File: config.mk
export PLATFORM = sky130hd
export DESIGN_NAME = mbg_gateway
export DESIGN_NICKNAME = d
export VERILOG_FILES = /design/src/inc/mbg_pkg.sv /design/src/verilog/mbg_param_mem.sv /design/src/verilog/mbg_char_rx.sv /design/src/verilog/mbg_gateway.sv
export SDC_FILE = /design/constraint.sdc
export NUM_CORES = 1
export LEC_CHECK = 0
export BUFFER_PORTS_ARGS = -buffer_cell sky130_fd_sc_hd__clkbuf_2
export CORE_MARGIN = 2
export CORE_UTILIZATION = 38
export DETAILED_ROUTE_END_ITERATION = 6
export GPL_TIMING_DRIVEN = 0
export SLEW_MARGIN = 20
export SYNTH_ARGS = -nofsm -noshare
export SYNTH_HDL_FRONTEND = slang
export SYNTH_HIERARCHICAL = 1
export SYNTH_SLANG_ARGS = --single-unit
File: constraint.sdc
create_clock -name clock_i -period 7.8 [get_ports clock_i]
set_input_delay 1.95 -clock clock_i [delete_from_list [all_inputs] [get_ports clock_i]]
set_output_delay 1.95 -clock clock_i [all_outputs]
set_load 0.1 [all_outputs]
File: src/inc/mbg_pkg.sv
package mbg_pkg;
	// clock and time base
	localparam int          CLK_HZ        = 100_000_000;
	localparam int          MS_PER_S      = 1000;
	localparam int          CYC_PER_MS    = CLK_HZ / MS_PER_S;
	// selectable bit rates, codes 00..11 in ascending order
	localparam int          BAUD_R0       = 9600;
	localparam int          BAUD_R1       = 19200;
	localparam int          BAUD_R2       = 57600;
	localparam int          BAUD_R3       = 115200;
	// node addresses
	localparam logic [7:0]  ADDR_BCAST    = 8'h00;
	localparam logic [7:0]  ADDR_RSV_LO   = 8'hf8;
	// function and exception codes
	localparam logic [7:0]  FN_READ       = 8'h03;
	localparam logic [7:0]  FN_WRITE      = 8'h06;
	localparam logic [7:0]  FN_DIAG       = 8'h08;
	localparam logic [7:0]  FN_GW         = 8'h41;
	localparam logic [7:0]  FN_ERR_BIT    = 8'h80;
	localparam logic [7:0]  EXC_NONE      = 8'h00;
	localparam logic [7:0]  EXC_FUNC      = 8'h01;
	localparam logic [7:0]  EXC_DATA      = 8'h03;
	localparam logic [7:0]  EXC_DS        = 8'h0b;
	// ascii characters
	localparam logic [7:0]  CH_ZERO       = 8'h30;
	localparam logic [7:0]  CH_NINE       = 8'h39;
	localparam logic [7:0]  CH_A          = 8'h41;
	localparam logic [7:0]  CH_F          = 8'h46;
	localparam logic [7:0]  CH_CR         = 8'h0d;
	localparam logic [7:0]  CH_LF         = 8'h0a;
	localparam logic [7:0]  HEX_A_VAL     = 8'h0a;
	// frame buffer: address, function, two address bytes, two value bytes
	localparam logic [2:0]  FRAME_BYTES   = 3'h6;
	localparam logic [2:0]  MIN_BYTES     = 3'h2;
	// off-line timer
	localparam logic [15:0] TIMER_RST_MS  = 16'h00c8;
	localparam logic [15:0] TIMER_REG_DEF = 16'h0100;
	// register port
	localparam int          REG_AW        = 2;
	localparam logic [1:0]  REG_STATUS    = 2'h0;
	localparam logic [1:0]  REG_TIMER     = 2'h1;

	typedef enum logic [2:0] {
		ST_IDLE    = 3'b000,
		ST_RECV    = 3'b001,
		ST_EXEC    = 3'b010,
		ST_MEMRD   = 3'b011,
		ST_WAIT_DS = 3'b100,
		ST_RESP    = 3'b101
	} mbg_state_t;

	typedef enum logic [1:0] {
		RX_IDLE  = 2'b00,
		RX_START = 2'b01,
		RX_BITS  = 2'b10,
		RX_STOP  = 2'b11
	} mbg_rx_t;
endpackage

File: src/verilog/mbg_param_mem.sv
`timescale 1ns/100ps
`default_nettype none
module mbg_param_mem #(
	parameter int WIDTH = 16,
	parameter int DEPTH = 16,
	parameter int AW    = $clog2(DEPTH)
)(
	input  wire logic             clock_i,
	input  wire logic             rstn_i,
	input  wire logic             we_i,
	input  wire logic [AW-1:0]    addr_i,
	input  wire logic [WIDTH-1:0] wdata_i,
	output logic      [WIDTH-1:0] rdata_o
);
	logic [WIDTH-1:0] mem [DEPTH];

	// image contents are volatile and need no reset
	always_ff @(posedge clock_i)
	begin
		if (we_i)
			mem[addr_i] <= wdata_i;
	end

	always_ff @(posedge clock_i)
	begin
		if (!rstn_i)
			rdata_o <= '0;
		else
			rdata_o <= mem[addr_i];
	end
endmodule
`default_nettype wire

File: src/verilog/mbg_char_rx.sv
`timescale 1ns/100ps
`default_nettype none
module mbg_char_rx #(
	parameter int CLK_HZ = mbg_pkg::CLK_HZ,
	parameter int BAUD_0 = mbg_pkg::BAUD_R0,
	parameter int BAUD_1 = mbg_pkg::BAUD_R1,
	parameter int BAUD_2 = mbg_pkg::BAUD_R2,
	parameter int BAUD_3 = mbg_pkg::BAUD_R3
)(
	input  wire logic       clock_i,
	input  wire logic       rstn_i,
	input  wire logic       rx_i,
	input  wire logic       abort_i,
	input  wire logic       seven_bit_i,
	input  wire logic       no_parity_i,
	input  wire logic [1:0] baud_sel_i,
	output logic            char_valid_o,
	output logic      [7:0] char_data_o,
	output logic            char_ok_o
);
	import mbg_pkg::*;
	mbg_rx_t     st_reg, st_next;
	logic [15:0] cnt_reg, cnt_next, div;
	logic [3:0]  idx_reg, idx_next, nbits;
	logic [8:0]  sh_reg, sh_next;
	logic        vld_next, ok_next, par;
	logic [7:0]  dat_next;

	always_comb
	begin
		unique case (baud_sel_i)
			2'b00: div = 16'(CLK_HZ / BAUD_0);
			2'b01: div = 16'(CLK_HZ / BAUD_1);
			2'b10: div = 16'(CLK_HZ / BAUD_2);
			2'b11: div = 16'(CLK_HZ / BAUD_3);
		endcase
		// data bits plus the parity or second stop slot
		nbits = seven_bit_i ? 4'h8 : 4'h9;
		st_next = st_reg;
		cnt_next = (cnt_reg == '0) ? cnt_reg : cnt_reg - 16'h0001;
		idx_next = idx_reg;
		sh_next = sh_reg;
		vld_next = 1'b0;
		dat_next = seven_bit_i ? {1'b0, sh_reg[7:1]} : sh_reg[7:0];
		par = sh_reg[8];
		ok_next = rx_i && (no_parity_i ? par : (par == ^dat_next));
		unique case (st_reg)
			RX_IDLE:
				if (!rx_i)
				begin
					st_next = RX_START;
					cnt_next = {1'b0, div[15:1]};
				end
			RX_START:
				if (cnt_reg == '0)
				begin
					st_next = rx_i ? RX_IDLE : RX_BITS;
					// reload one short: the zero count is a cycle of its own
					cnt_next = div - 16'h0001;
					idx_next = '0;
				end
			RX_BITS:
				if (cnt_reg == '0)
				begin
					sh_next = {rx_i, sh_reg[8:1]};   // lsb first
					idx_next = idx_reg + 4'h1;
					cnt_next = div - 16'h0001;
					if (idx_reg == nbits - 4'h1)
						st_next = RX_STOP;
				end
			RX_STOP:
				if (cnt_reg == '0)
				begin
					vld_next = 1'b1;
					st_next = RX_IDLE;
				end
		endcase
		if (abort_i)
		begin
			st_next = RX_IDLE;
			vld_next = 1'b0;
		end
	end

	always_ff @(posedge clock_i)
	begin
		if (!rstn_i)
		begin
			st_reg <= RX_IDLE;
			cnt_reg <= '0;
			idx_reg <= '0;
			sh_reg <= '0;
			char_valid_o <= 1'b0;
			char_data_o <= '0;
			char_ok_o <= 1'b0;
		end
		else
		begin
			st_reg <= st_next;
			cnt_reg <= cnt_next;
			idx_reg <= idx_next;
			sh_reg <= sh_next;
			char_valid_o <= vld_next;
			if (vld_next)
			begin
				char_data_o <= dat_next;
				char_ok_o <= ok_next;
			end
		end
	end
endmodule
`default_nettype wire

File: src/verilog/mbg_gateway.sv
// Chosen here: the address map and the strobed register port.
`timescale 1ns/100ps
`default_nettype none
// Summary of operation
// - node address from eight switches, first switch is msb, on reads one.
// - node address 0 or 248..255 disables frame handling; the register port stays live.
// - serve addresses 1..247; process frames only for our own address or broadcast address 0.
// - a switch change aborts the transaction first, then applies settings.
// - parity switch off: even parity over data bits; bad parity, no reply.
// - parity switch on: slot is second stop; a zero there means no reply.
// - mode switch off selects RTU, on selects ASCII.
// - two baud switches select 9600, 19200, 57600 or 115200.
// - accept functions 03, 06, 08, 41; others give an error reply.
// - function 41 enters gateway mode and forwards to the controller.
// - functions 03 and 06 enter register mode using the local image.
// - after reset the unit is in register mode.
// - function 08 is a local diagnostic and keeps the mode.
// - downstream exchanges timed by off-line timer, 200 ms at reset; 0B on expiry.
// - timer written by function 06, read by 03, volatile.
// - gateway answer within timer; first timeout late, then 0B at once.
// - 03 and 06 answer at once, 0B while faulted; 08 never 0B.
// - RTU character: start, 8 data lsb first, parity or stop, stop.
// - ASCII character: start, 7 data lsb first, parity or stop, stop.
// - error reply: function with top bit set plus exception 01, 03 or 0B.
// - address 0 is broadcast: executed, never answered.
module mbg_gateway #(
	parameter int          CYCLES_PER_MS  = mbg_pkg::CYC_PER_MS,
	parameter logic [15:0] TIMER_REG_ADDR = mbg_pkg::TIMER_REG_DEF,
	parameter int          IMG_DEPTH      = 16,
	parameter int          BAUD_0         = mbg_pkg::BAUD_R0,
	parameter int          BAUD_1         = mbg_pkg::BAUD_R1,
	parameter int          BAUD_2         = mbg_pkg::BAUD_R2,
	parameter int          BAUD_3         = mbg_pkg::BAUD_R3
)(
	input  wire logic                       clock_i,
	input  wire logic                       rstn_i,
	input  wire logic [7:0]                 address_switch_bank_i,
	input  wire logic                       parity_select_switch_i,
	input  wire logic                       framing_mode_switch_i,
	input  wire logic                       baud_select_hi_i,
	input  wire logic                       baud_select_lo_i,
	input  wire logic                       rx_i,
	input  wire logic                       frame_start_i,
	input  wire logic                       frame_end_i,
	input  wire logic                       frame_check_ok_i,
	output logic                            resp_valid_o,
	output logic [7:0]                      resp_func_o,
	output logic [7:0]                      resp_exc_o,
	output logic [15:0]                     resp_data_o,
	output logic                            ds_req_o,
	output logic [31:0]                     ds_req_data_o,
	input  wire logic                       ds_reply_i,
	input  wire logic                       ds_error_i,
	input  wire logic [15:0]                ds_reply_data_i,
	input  wire logic                       ds_recovered_i,
	input  wire logic [mbg_pkg::REG_AW-1:0] reg_addr_i,
	input  wire logic [15:0]                reg_wdata_i,
	input  wire logic                       reg_we_i,
	input  wire logic                       reg_re_i,
	output logic [15:0]                     reg_rdata_o
);
	import mbg_pkg::*;
	localparam int          IMG_AW = $clog2(IMG_DEPTH);
	localparam logic [15:0] IMG_DW = 16'(IMG_DEPTH);
	localparam int          TICK_W = $clog2(CYCLES_PER_MS + 1);

	// switches and the serial line are asynchronous pins
	logic [11:0] sw_meta_reg, sw_sync_reg, sw_live_reg;
	logic        rx_meta_reg, rx_sync_reg;
	logic [7:0]  node;
	logic        no_parity, ascii, cfg_change, disabled;

	always_ff @(posedge clock_i)
	begin
		if (!rstn_i)
		begin
			sw_meta_reg <= '0;
			sw_sync_reg <= '0;
			sw_live_reg <= '0;
			rx_meta_reg <= 1'b1;
			rx_sync_reg <= 1'b1;
		end
		else
		begin
			sw_meta_reg <= {address_switch_bank_i, parity_select_switch_i,
				framing_mode_switch_i, baud_select_hi_i, baud_select_lo_i};
			sw_sync_reg <= sw_meta_reg;
			sw_live_reg <= sw_sync_reg;
			rx_meta_reg <= rx_i;
			rx_sync_reg <= rx_meta_reg;
		end
	end

	// the change cycle aborts; the new values become live one edge later
	assign cfg_change = sw_sync_reg != sw_live_reg;
	assign node = sw_live_reg[11:4];
	assign no_parity = sw_live_reg[3];
	assign ascii = sw_live_reg[2];
	assign disabled = (node == ADDR_BCAST) || (node >= ADDR_RSV_LO);

	logic       char_valid, char_ok;
	logic [7:0] char_data;

	mbg_char_rx #(
		.CLK_HZ (CLK_HZ),
		.BAUD_0 (BAUD_0),
		.BAUD_1 (BAUD_1),
		.BAUD_2 (BAUD_2),
		.BAUD_3 (BAUD_3)
	) u_rx (
		.clock_i      (clock_i),
		.rstn_i       (rstn_i),
		.rx_i         (rx_sync_reg),
		.abort_i      (cfg_change),
		.seven_bit_i  (ascii),
		.no_parity_i  (no_parity),
		.baud_sel_i   (sw_live_reg[1:0]),
		.char_valid_o (char_valid),
		.char_data_o  (char_data),
		.char_ok_o    (char_ok)
	);

	function automatic logic [4:0] hex_val(input logic [7:0] c);
		if (c >= CH_ZERO && c <= CH_NINE)
			return {1'b1, 4'(c - CH_ZERO)};
		else if (c >= CH_A && c <= CH_F)
			return {1'b1, 4'(c - CH_A + HEX_A_VAL)};
		else
			return 5'h00;
	endfunction

	mbg_state_t  state_reg, state_next;
	logic [2:0]  cnt_reg, cnt_next;
	logic        bad_reg, bad_next, half_reg, half_next, bcast_reg, bcast_next;
	logic [3:0]  nib_reg, nib_next;
	logic [7:0]  buf_reg [6];
	logic [7:0]  buf_next [6];
	logic        gw_reg, gw_next, fault_reg, fault_next, req_reg, req_next;
	logic [7:0]  func_reg, func_next, exc_reg, exc_next;
	logic [15:0] data_reg, data_next, timer_reg, timer_next;
	logic [15:0] reg_a, val, mem_rdata;
	logic [7:0]  fn, byte_val;
	logic [4:0]  hv;
	logic        byte_ok, mem_we, load_wait, expired;

	assign fn = buf_reg[1];
	assign reg_a = {buf_reg[2], buf_reg[3]};
	assign val = {buf_reg[4], buf_reg[5]};

	always_comb
	begin
		state_next = state_reg;
		cnt_next = cnt_reg;
		bad_next = bad_reg;
		half_next = half_reg;
		nib_next = nib_reg;
		buf_next = buf_reg;
		bcast_next = bcast_reg;
		gw_next = gw_reg;
		fault_next = fault_reg;
		req_next = req_reg;
		func_next = func_reg;
		exc_next = exc_reg;
		data_next = data_reg;
		timer_next = timer_reg;
		mem_we = 1'b0;
		load_wait = 1'b0;
		byte_ok = 1'b0;
		byte_val = char_data;
		hv = hex_val(char_data);
		if (char_valid && state_reg == ST_RECV)
		begin
			if (!char_ok)
				bad_next = 1'b1;
			if (!ascii)
				byte_ok = 1'b1;
			else if (char_data != CH_CR && char_data != CH_LF)
			begin
				// two hex characters make one byte, high nibble first
				if (!hv[4])
					bad_next = 1'b1;
				else if (!half_reg)
				begin
					nib_next = hv[3:0];
					half_next = 1'b1;
				end
				else
				begin
					byte_ok = 1'b1;
					byte_val = {nib_reg, hv[3:0]};
					half_next = 1'b0;
				end
			end
		end
		// bytes past the fixed request fields are not needed and dropped
		if (byte_ok && cnt_reg < FRAME_BYTES)
		begin
			buf_next[cnt_reg] = byte_val;
			cnt_next = cnt_reg + 3'h1;
		end
		if (reg_we_i && reg_addr_i == REG_TIMER)
			timer_next = reg_wdata_i;
		if (ds_recovered_i)
			fault_next = 1'b0;
		unique case (state_reg)
			ST_IDLE:
				if (frame_start_i && !disabled)
				begin
					state_next = ST_RECV;
					cnt_next = '0;
					bad_next = 1'b0;
					half_next = 1'b0;
				end
			ST_RECV:
				if (frame_end_i)
				begin
					if (bad_next || !frame_check_ok_i || cnt_next < MIN_BYTES)
						state_next = ST_IDLE;
					else if (buf_next[0] != node && buf_next[0] != ADDR_BCAST)
						state_next = ST_IDLE;
					else
					begin
						state_next = ST_EXEC;
						bcast_next = buf_next[0] == ADDR_BCAST;
					end
				end
			ST_EXEC:
			begin
				func_next = fn;
				exc_next = EXC_NONE;
				data_next = '0;
				state_next = ST_RESP;
				if (fn == FN_DIAG)
					data_next = val;
				else if (fn == FN_READ || fn == FN_WRITE)
				begin
					gw_next = 1'b0;
					if (fault_reg)
						exc_next = EXC_DS;
					else if (cnt_reg < FRAME_BYTES)
						exc_next = EXC_DATA;
					else if (reg_a == TIMER_REG_ADDR)
					begin
						if (fn == FN_WRITE)
							timer_next = val;
						data_next = (fn == FN_WRITE) ? val : timer_reg;
					end
					else if (reg_a < IMG_DW)
					begin
						mem_we = fn == FN_WRITE;
						data_next = val;
						if (fn == FN_READ)
							state_next = ST_MEMRD;
					end
					else
						exc_next = EXC_DATA;
				end
				else if (fn == FN_GW)
				begin
					gw_next = 1'b1;
					if (fault_reg)
						exc_next = EXC_DS;
					else
					begin
						req_next = 1'b1;
						load_wait = 1'b1;
						state_next = ST_WAIT_DS;
					end
				end
				else
					exc_next = EXC_FUNC;
			end
			ST_MEMRD:
			begin
				data_next = mem_rdata;
				state_next = ST_RESP;
			end
			ST_WAIT_DS:
				if (ds_reply_i)
				begin
					req_next = 1'b0;
					data_next = ds_reply_data_i;
					state_next = ST_RESP;
					if (ds_error_i)
					begin
						exc_next = EXC_DS;
						fault_next = 1'b1;
					end
				end
				else if (expired)
				begin
					req_next = 1'b0;
					exc_next = EXC_DS;
					fault_next = 1'b1;
					state_next = ST_RESP;
				end
			ST_RESP:
				state_next = ST_IDLE;
			default:
				state_next = ST_IDLE;
		endcase
		if (cfg_change || (disabled && state_reg != ST_IDLE))
		begin
			state_next = ST_IDLE;
			req_next = 1'b0;
		end
	end

	always_ff @(posedge clock_i)
	begin
		if (!rstn_i)
		begin
			state_reg <= ST_IDLE;
			cnt_reg <= '0;
			bad_reg <= 1'b0;
			half_reg <= 1'b0;
			nib_reg <= '0;
			buf_reg <= '{default: 8'h00};
			bcast_reg <= 1'b0;
			gw_reg <= 1'b0;
			fault_reg <= 1'b0;
			req_reg <= 1'b0;
			func_reg <= '0;
			exc_reg <= EXC_NONE;
			data_reg <= '0;
			timer_reg <= TIMER_RST_MS;
		end
		else
		begin
			state_reg <= state_next;
			cnt_reg <= cnt_next;
			bad_reg <= bad_next;
			half_reg <= half_next;
			nib_reg <= nib_next;
			buf_reg <= buf_next;
			bcast_reg <= bcast_next;
			gw_reg <= gw_next;
			fault_reg <= fault_next;
			req_reg <= req_next;
			func_reg <= func_next;
			exc_reg <= exc_next;
			data_reg <= data_next;
			timer_reg <= timer_next;
		end
	end

	mbg_param_mem #(
		.WIDTH (16),
		.DEPTH (IMG_DEPTH)
	) u_img (
		.clock_i (clock_i),
		.rstn_i  (rstn_i),
		.we_i    (mem_we),
		.addr_i  (reg_a[IMG_AW-1:0]),
		.wdata_i (val),
		.rdata_o (mem_rdata)
	);

	// off-line timer: millisecond prescaler and remaining count
	logic [TICK_W-1:0] tick_reg, tick_next;
	logic [15:0]       left_reg, left_next, rdata_next;

	always_comb
	begin
		tick_next = tick_reg;
		left_next = left_reg;
		expired = 1'b0;
		if (load_wait)
		begin
			tick_next = '0;
			left_next = timer_reg;
		end
		else if (state_reg == ST_WAIT_DS)
		begin
			if (left_reg == '0)
				expired = 1'b1;
			else if (tick_reg == TICK_W'(CYCLES_PER_MS - 1))
			begin
				tick_next = '0;
				left_next = left_reg - 16'h0001;
			end
			else
				tick_next = tick_reg + 1'b1;
		end
		rdata_next = '0;
		if (reg_re_i && reg_addr_i == REG_STATUS)
			rdata_next = {node, 4'h0, req_reg, disabled, fault_reg, gw_reg};
		else if (reg_re_i && reg_addr_i == REG_TIMER)
			rdata_next = timer_reg;
	end

	always_ff @(posedge clock_i)
	begin
		if (!rstn_i)
		begin
			tick_reg <= '0;
			left_reg <= '0;
			reg_rdata_o <= '0;
		end
		else
		begin
			tick_reg <= tick_next;
			left_reg <= left_next;
			reg_rdata_o <= rdata_next;
		end
	end

	assign resp_valid_o = state_reg == ST_RESP && !bcast_reg;
	assign resp_func_o = (exc_reg != EXC_NONE) ? (func_reg | FN_ERR_BIT) : func_reg;
	assign resp_exc_o = exc_reg;
	assign resp_data_o = data_reg;
	assign ds_req_o = req_reg;
	assign ds_req_data_o = {buf_reg[2], buf_reg[3], buf_reg[4], buf_reg[5]};
endmodule
`default_nettype wire

==> flow_summary.json, run 1 <==
{
  "path_cells": "buf_4 -> clkbuf_2",
  "yosysSeqAreaShare_pct": 58.1,
  "die_area_um2": 59600,
  "dp_hpwl_mm": 45.9,
  "placed_cells": 2770,
  "power_leakage_uw": 0.00918,
  "drc": 0,
  "crit_slowest_cell": "dfxtp_1",
  "gp_congestion": 0.864,
  "largest_reg_flops": 256,
  "avgRoutedWirePerCell_um": 22.1,
  "final_common_cell": "edfxtp_1",
  "synth_top_area_cell": "edfxtp_1",
  "fin_util_pct": 45.1,
  "ys.flop_type": "edfxtp_1",
  "power_uw": 5910,
  "async_flop_share_pct": 0,
  "start_util_pct": 38.6,
  "grt_max_degree": 21,
  "setup_violations": 0,
  "rows": 87,
  "synth_top_area_share_pct": 35.1,
  "worstSkewPairLatency_ns": 0.61,
  "drive_gt1_share_pct": 19.9,
  "grt_pass1_vias": 15400,
  "path_clk_slew_ns": 0.06,
  "endpoint_kind": "output port",
  "grt_pass1_wl_mm": 95.3,
  "cp_max_fo": 20,
  "drtAntennaViolNets": 0,
  "hold_class": "reg2reg",
  "synth_seq_cells": 507,
  "tightest_slew_ns": 1.09,
  "path_delay_family": "flip-flops",
  "max_stage_delay_ns": 1.04,
  "clock-sinks": 507,
  "finClkSkew_ns": 0.0265,
  "worst_slack_ns": 3.51,
  "instances_no_fill": 2866,
  "dpl_worst_slack_ns": 3.32,
  "synth_cells": 1859,
  "tritoncts": "done",
  "avgSynthCellArea_um2": 11.8,
  "firstDrtPassIters": 7,
  "cp.required_ns": 5.85,
  "antenna_found_initial": 0,
  "vias": 15800,
  "clockRootBuffer": "clkbuf_16",
  "tns_ns": 0,
  "post-route-period-util_pct": 55.0,
  "first_iter_violations": 1343,
  "htree_num_levels": 2,
  "ios": 139,
  "final_cell_mix": "256 x edfxtp_1, 251 x dfxtp_1, 160 x nor2_1",
  "cp_num_buf_inv": 2,
  "slew_viol_final": 0,
  "maxCapViolCount": 0,
  "nets": 2150,
  "core_um2": 56700,
  "vdd.ir_drop.worst_v": 0.000186,
  "syn2layout_area_growth_pct": 16.7,
  "grt_overflow": 0,
  "grt_use_total_pct": 21.0,
  "routed_wl_mm": 63.3,
  "synth.cell_area_um2": 21900,
  "cts_resized": 0,
  "synthTopCellsByArea": "edfxtp_1 35%, dfxtp_1 23%, mux4_2 3.3%, mux2i_1 3.2%, nor2_1 2.9%",
  "numCtsBuffers": 52,
  "start_kind": "register",
  "p_per_area_nw_per_um2": 231,
  "max_freq_mhz": 233,
  "critical_path_arrival_ns": 2.34,
  "yosys_warnings": 6,
  "final_hold_viol_count": 0,
  "fin_crit_ns": 4.29,
  "slew_headroom_pct": 27.2,
  "port_buffers": 133,
  "synth_edf_count": 256,
  "crit_type": "reg2out",
  "yosys.cell_types.count": 91,
  "cts_hold_buf": 0,
  "post-cts-setup-buffer-count": 0,
  "die_h_um": 244,
  "viasPerCell": 5.52,
  "status": "completed",
  "dieWidth_um": 244,
  "rsz0062_at_grt": "false",
  "cts_buffer_depth": 3,
  "n_antenna_cell": 0
}
## cells in the mapped netlist (all sizes together), types with 4 or more instances
| cell type | count |
|---|---|
| and3 | 13 |
| edfxtp | 256 |
| a22o | 27 |
| a22oi | 41 |
| or4 | 13 |
| o221a | 5 |
| nor2 | 172 |
| nand3 | 26 |
| nor4 | 22 |
| dfxtp | 251 |
| or3 | 13 |
| o31ai | 22 |
| nand2 | 105 |
| a21oi | 85 |
| nand2b | 17 |
| xnor2 | 35 |
| nor3b | 5 |
| a221oi | 21 |
| xor2 | 19 |
| o21a | 4 |
| inv | 38 |
| o211ai | 7 |
| a21o | 5 |
| nand4 | 15 |
| o21ai | 72 |
| o22ai | 23 |
| o311ai | 6 |
| and2 | 48 |
| mux4 | 32 |
| and4 | 8 |
| buf | 73 |
| clkbuf | 80 |
| mux2i | 70 |
| a211oi | 59 |
| nor2b | 12 |
| a31oi | 7 |
| mux2 | 34 |
| nor3 | 36 |
| or2 | 6 |
| ha | 25 |
| nand3b | 11 |
## stage by stage
stage          instance area, µm²  hold slack, ns
4_1_cts                     25500           0.410
5_1_grt                     25600           0.414
3_3_place_gp                23500           0.390
3_5_place_dp                23800           0.396
6_report                    25600           0.405
2_1_floorplan               21900           0.386
## final timing paths
| check | start | to | slack (ns) | depth (start not counted) |
|---|---|---|---|---|
| worst max register to register | state_reg[1]$_SDFFE_PP0P_ | u_img/mem[0][2]$_DFFE_PP_ | 3.51 | 8 |
| worst min-delay path | rx_meta_reg$_SDFF_PN1_ | rx_sync_reg$_SDFF_PN1_ | 0.41 | 1 |
| worst min register to register | rx_meta_reg$_SDFF_PN1_ | rx_sync_reg$_SDFF_PN1_ | 0.41 | 1 |
| worst max-delay path | register | ds_req_data_o[5] | 3.51 | 2 |
## worst reg2reg max path: stages, from the launching register on
cell and delay, ns:
dfxtp_1 0.45, nor2b_1 0.38, nor2b_1 0.43, clkbuf_1 0.40, nand2_1 0.10, nor3_1 0.80, or3b_2 0.59, nor3_2 0.61
buf_6 0.25
## layer usage
metal / wire length, µm / up-vias / track usage, %
li1: - / 7330 / -
met1: 27100 / 7821 / 27.8
met2: 29800 / 541 / 34.4
met3: 4690 / 116 / 4.62
met4: 1810 / 0 / 6.81
met5: 0 / - / 0
## logic make-up (layout without fill, tap and decap cells)
| family | after synthesis | in the layout | share of synthesized area (%) |
|---|---|---|---|
| fa+ha+maj | 25 | 25 | 1.43 |
| xor+xnor | 55 | 55 | 2.26 |
| flops | 507 | 507 | 58.1 |
| other cells | 1 | 5 | 0.0171 |
| buf+inv | 191 | 438 | 4.66 |
| compound gates | 409 | 409 | 12.9 |
| simple gates | 535 | 535 | 12.5 |
| mux | 136 | 136 | 8.26 |
## cell type report
| cell class | instances | area [µm²] |
|---|---|---|
| Tap cell | 756 | 946 |
| Fill cell | 5199 | 31200 |
| Timing Repair Buffer | 151 | 865 |
| Multi-Input combinational cell | 1165 | 8240 |
| Clock inverter | 26 | 327 |
| Buffer | 153 | 875 |
| Inverter | 38 | 145 |
| Clock buffer | 70 | 1440 |
| Sequential cell | 507 | 12700 |
## where the power goes
| group | internal [µW] | switching, µW | leakage [µW] | total, µW |
|---|---|---|---|---|
| Clock | 1500 | 1060 | 0.000853 | 2560 |
| Sequential | 2820 | 58.6 | 0.00441 | 2880 |
| Combinational | 182 | 285 | 0.00392 | 467 |
| Total | 4500 | 1410 | 0.00918 | 5910 |
Power figures use the tool's default switching activity.
==> inputs of run 2 (changes only) <==
Clock period 7.8 ns to 4.2 ns, I/O delays scaled along.
==> flow_summary.json, run 2 (synthesis results as in run 1) <==
{
  "swShare_pct": 24.2,
  "final_hold_viol_count": 0,
  "viasPerCell": 5.51,
  "rows": 87,
  "nets": 2150,
  "maxCapViolCount": 0,
  "endpoint_kind": "register",
  "tritoncts": "done",
  "crit_path_frequent_cell": "nor2b_1",
  "setup_violations": 0,
  "cp_num_buf_inv": 2,
  "crit_slowest_cell": "or3b_2",
  "fin_crit_ns": 3.92,
  "cts_buffer_depth": 3,
  "power_leakage_uw": 0.00919,
  "vdd.ir_drop.worst_v": 0.000305,
  "grt_max_degree": 21,
  "core_um2": 56700,
  "path_delay_family": "simple AND/OR/NAND/NOR gates",
  "rsz0062_at_grt": "false",
  "grt_pass1_vias": 15500,
  "power_uw": 11100,
  "worstSkewPairLatency_ns": 0.64,
  "vias": 15800,
  "path_clk_slew_ns": 0.06,
  "dp_hpwl_mm": 44.5,
  "largest_reg_flops": 256,
  "port_buffers": 133,
  "tightest_slew_ns": 1.16,
  "firstDrtPassIters": 6,
  "finClkSkew_ns": 0.0472,
  "crit_type": "reg2reg",
  "post-route-period-util_pct": 93.2,
  "final_cell_mix": "256 x edfxtp_1, 251 x dfxtp_1, 160 x nor2_1",
  "syn2layout_area_growth_pct": 17.0,
  "path_cells": "nor2b_1 -> nor2b_1 -> clkbuf_1 -> nand2_1 -> nor3_1 -> or3b_2 -> nor2_2 -> buf_6",
  "n_antenna_cell": 0,
  "power.internal_uw": 8400,
  "status": "completed",
  "r2r_slack_ns": 0.28,
  "final_common_cell": "edfxtp_1",
  "p_switching_uw": 2680,
  "avgRoutedWirePerCell_um": 21.6,
  "dieWidth_um": 244,
  "cp.required_ns": 4.53,
  "htree_num_levels": 2,
  "critical_path_arrival_ns": 4.25,
  "start_util_pct": 38.6,
  "drive_gt1_share_pct": 20.1,
  "drtAntennaViolNets": 0,
  "gp_congestion": 0.904,
  "p_per_area_nw_per_um2": 433,
  "holdWs_ns": 0.392,
  "cp_max_fo": 10,
  "worst_slack_ns": 0.285,
  "stdcell_area_um2": 25600,
  "cp-startpoint": "state_reg[1]$_SDFFE_PP0P_",
  "numCtsBuffers": 53,
  "pwr-share-comb_pct": 7.8,
  "first_iter_violations": 1396,
  "hold_class": "reg2reg",
  "max_stage_delay_ns": 0.60,
  "grt_pass1_wl_mm": 93.8,
  "die_area_um2": 59600,
  "die_h_um": 244,
  "start_kind": "register",
  "post_dp_cell_area_um2": 23800,
  "max_freq_mhz": 255,
  "clock-sinks": 507,
  "routed_wl_mm": 62.0,
  "grt_use_total_pct": 20.5,
  "seq_power_share_pct": 48.2,
  "ios": 139,
  "cts_hold_buf": 0,
  "reg2reg_from": "state_reg[1]$_SDFFE_PP0P_",
  "fill_cells": 5210,
  "drc": 0,
  "slew_headroom_pct": 22.1,
  "antenna_found_initial": 1,
  "pwr-share-clk_pct": 44.0,
  "holdCritStartpoint": "sw_meta_reg[7]$_SDFF_PN0_",
  "clockRootBuffer": "clkbuf_16",
  "grt_overflow": 0,
  "dpl_worst_slack_ns": 0.173,
  "slew_viol_final": 0
}
## run 2: changes by cell type in the layout (fill, tap and decap cells not counted), moves of 2 or more
cell,previous run,this run
buf_6,15,11
buf_8,6,9
clkbuf_1,92,90
clkinv_2,8,11
inv_6,1,3
nor3_2,5,2
nor3_4,0,3
## run 2: power by group through the flow
| stage | sequential (µW) | clock, µW | combinational, µW |
|---|---|---|---|
| finish | 5350 | 4870 | 862 |
| global route | 5360 | 5150 | 950 |
| CTS | 5340 | 4940 | 863 |
| detailed placement | 5450 | 0 | 856 |
| global placement | 5450 | 0 | 855 |
| floorplan | 5430 | 0 | 616 |
## run 2: path summary, 6_finish.rpt
check,cells past startpoint,to
min,1,sw_sync_reg[7]$_SDFF_PN0_
max reg2reg,8,u_img/mem[2][8]$_DFFE_PP_
min reg2reg,1,sw_sync_reg[7]$_SDFF_PN0_
max,8,u_img/mem[2][8]$_DFFE_PP_
## run 2: timing repair
action / 4_1_cts / 5_1_grt
endpoints found under the hold margin: 0 / 0
setup buffers: 0 / 1
resized for setup: 0 / 5
endpoints found under the setup margin: 0 / 49
## run 2: layer usage
layer	vias up	wire length, µm	GRT usage (%)
li1	7315	-	-
met1	7815	26500	27.2
met2	551	29500	34.0
met3	121	4040	3.34
met4	0	1920	7.07
met5	-	0	0
## run 2: per-stage QoR
stage / utilization (%) / instances / TNS (ns)
global route: 45.2 / 2869 / 0
CTS: 45.1 / 2868 / 0
global placement: 41.5 / 2752 / -53.65
floorplan: - / 1863 / 0
detailed placement: 41.9 / 2768 / 0
finish: 45.2 / 2869 / 0
## run 2: cell type report
type | count | area [µm²] | share of cell area (%)
Clock buffer | 69 | 1450 | 5.65
Sequential cell | 507 | 12700 | 49.6
Inverter | 38 | 145 | 0.567
Timing Repair Buffer | 150 | 865 | 3.37
Buffer | 153 | 875 | 3.41
Clock inverter | 31 | 365 | 1.43
Tap cell | 756 | 946 | 3.69
Multi-Input combinational cell | 1165 | 8260 | 32.3
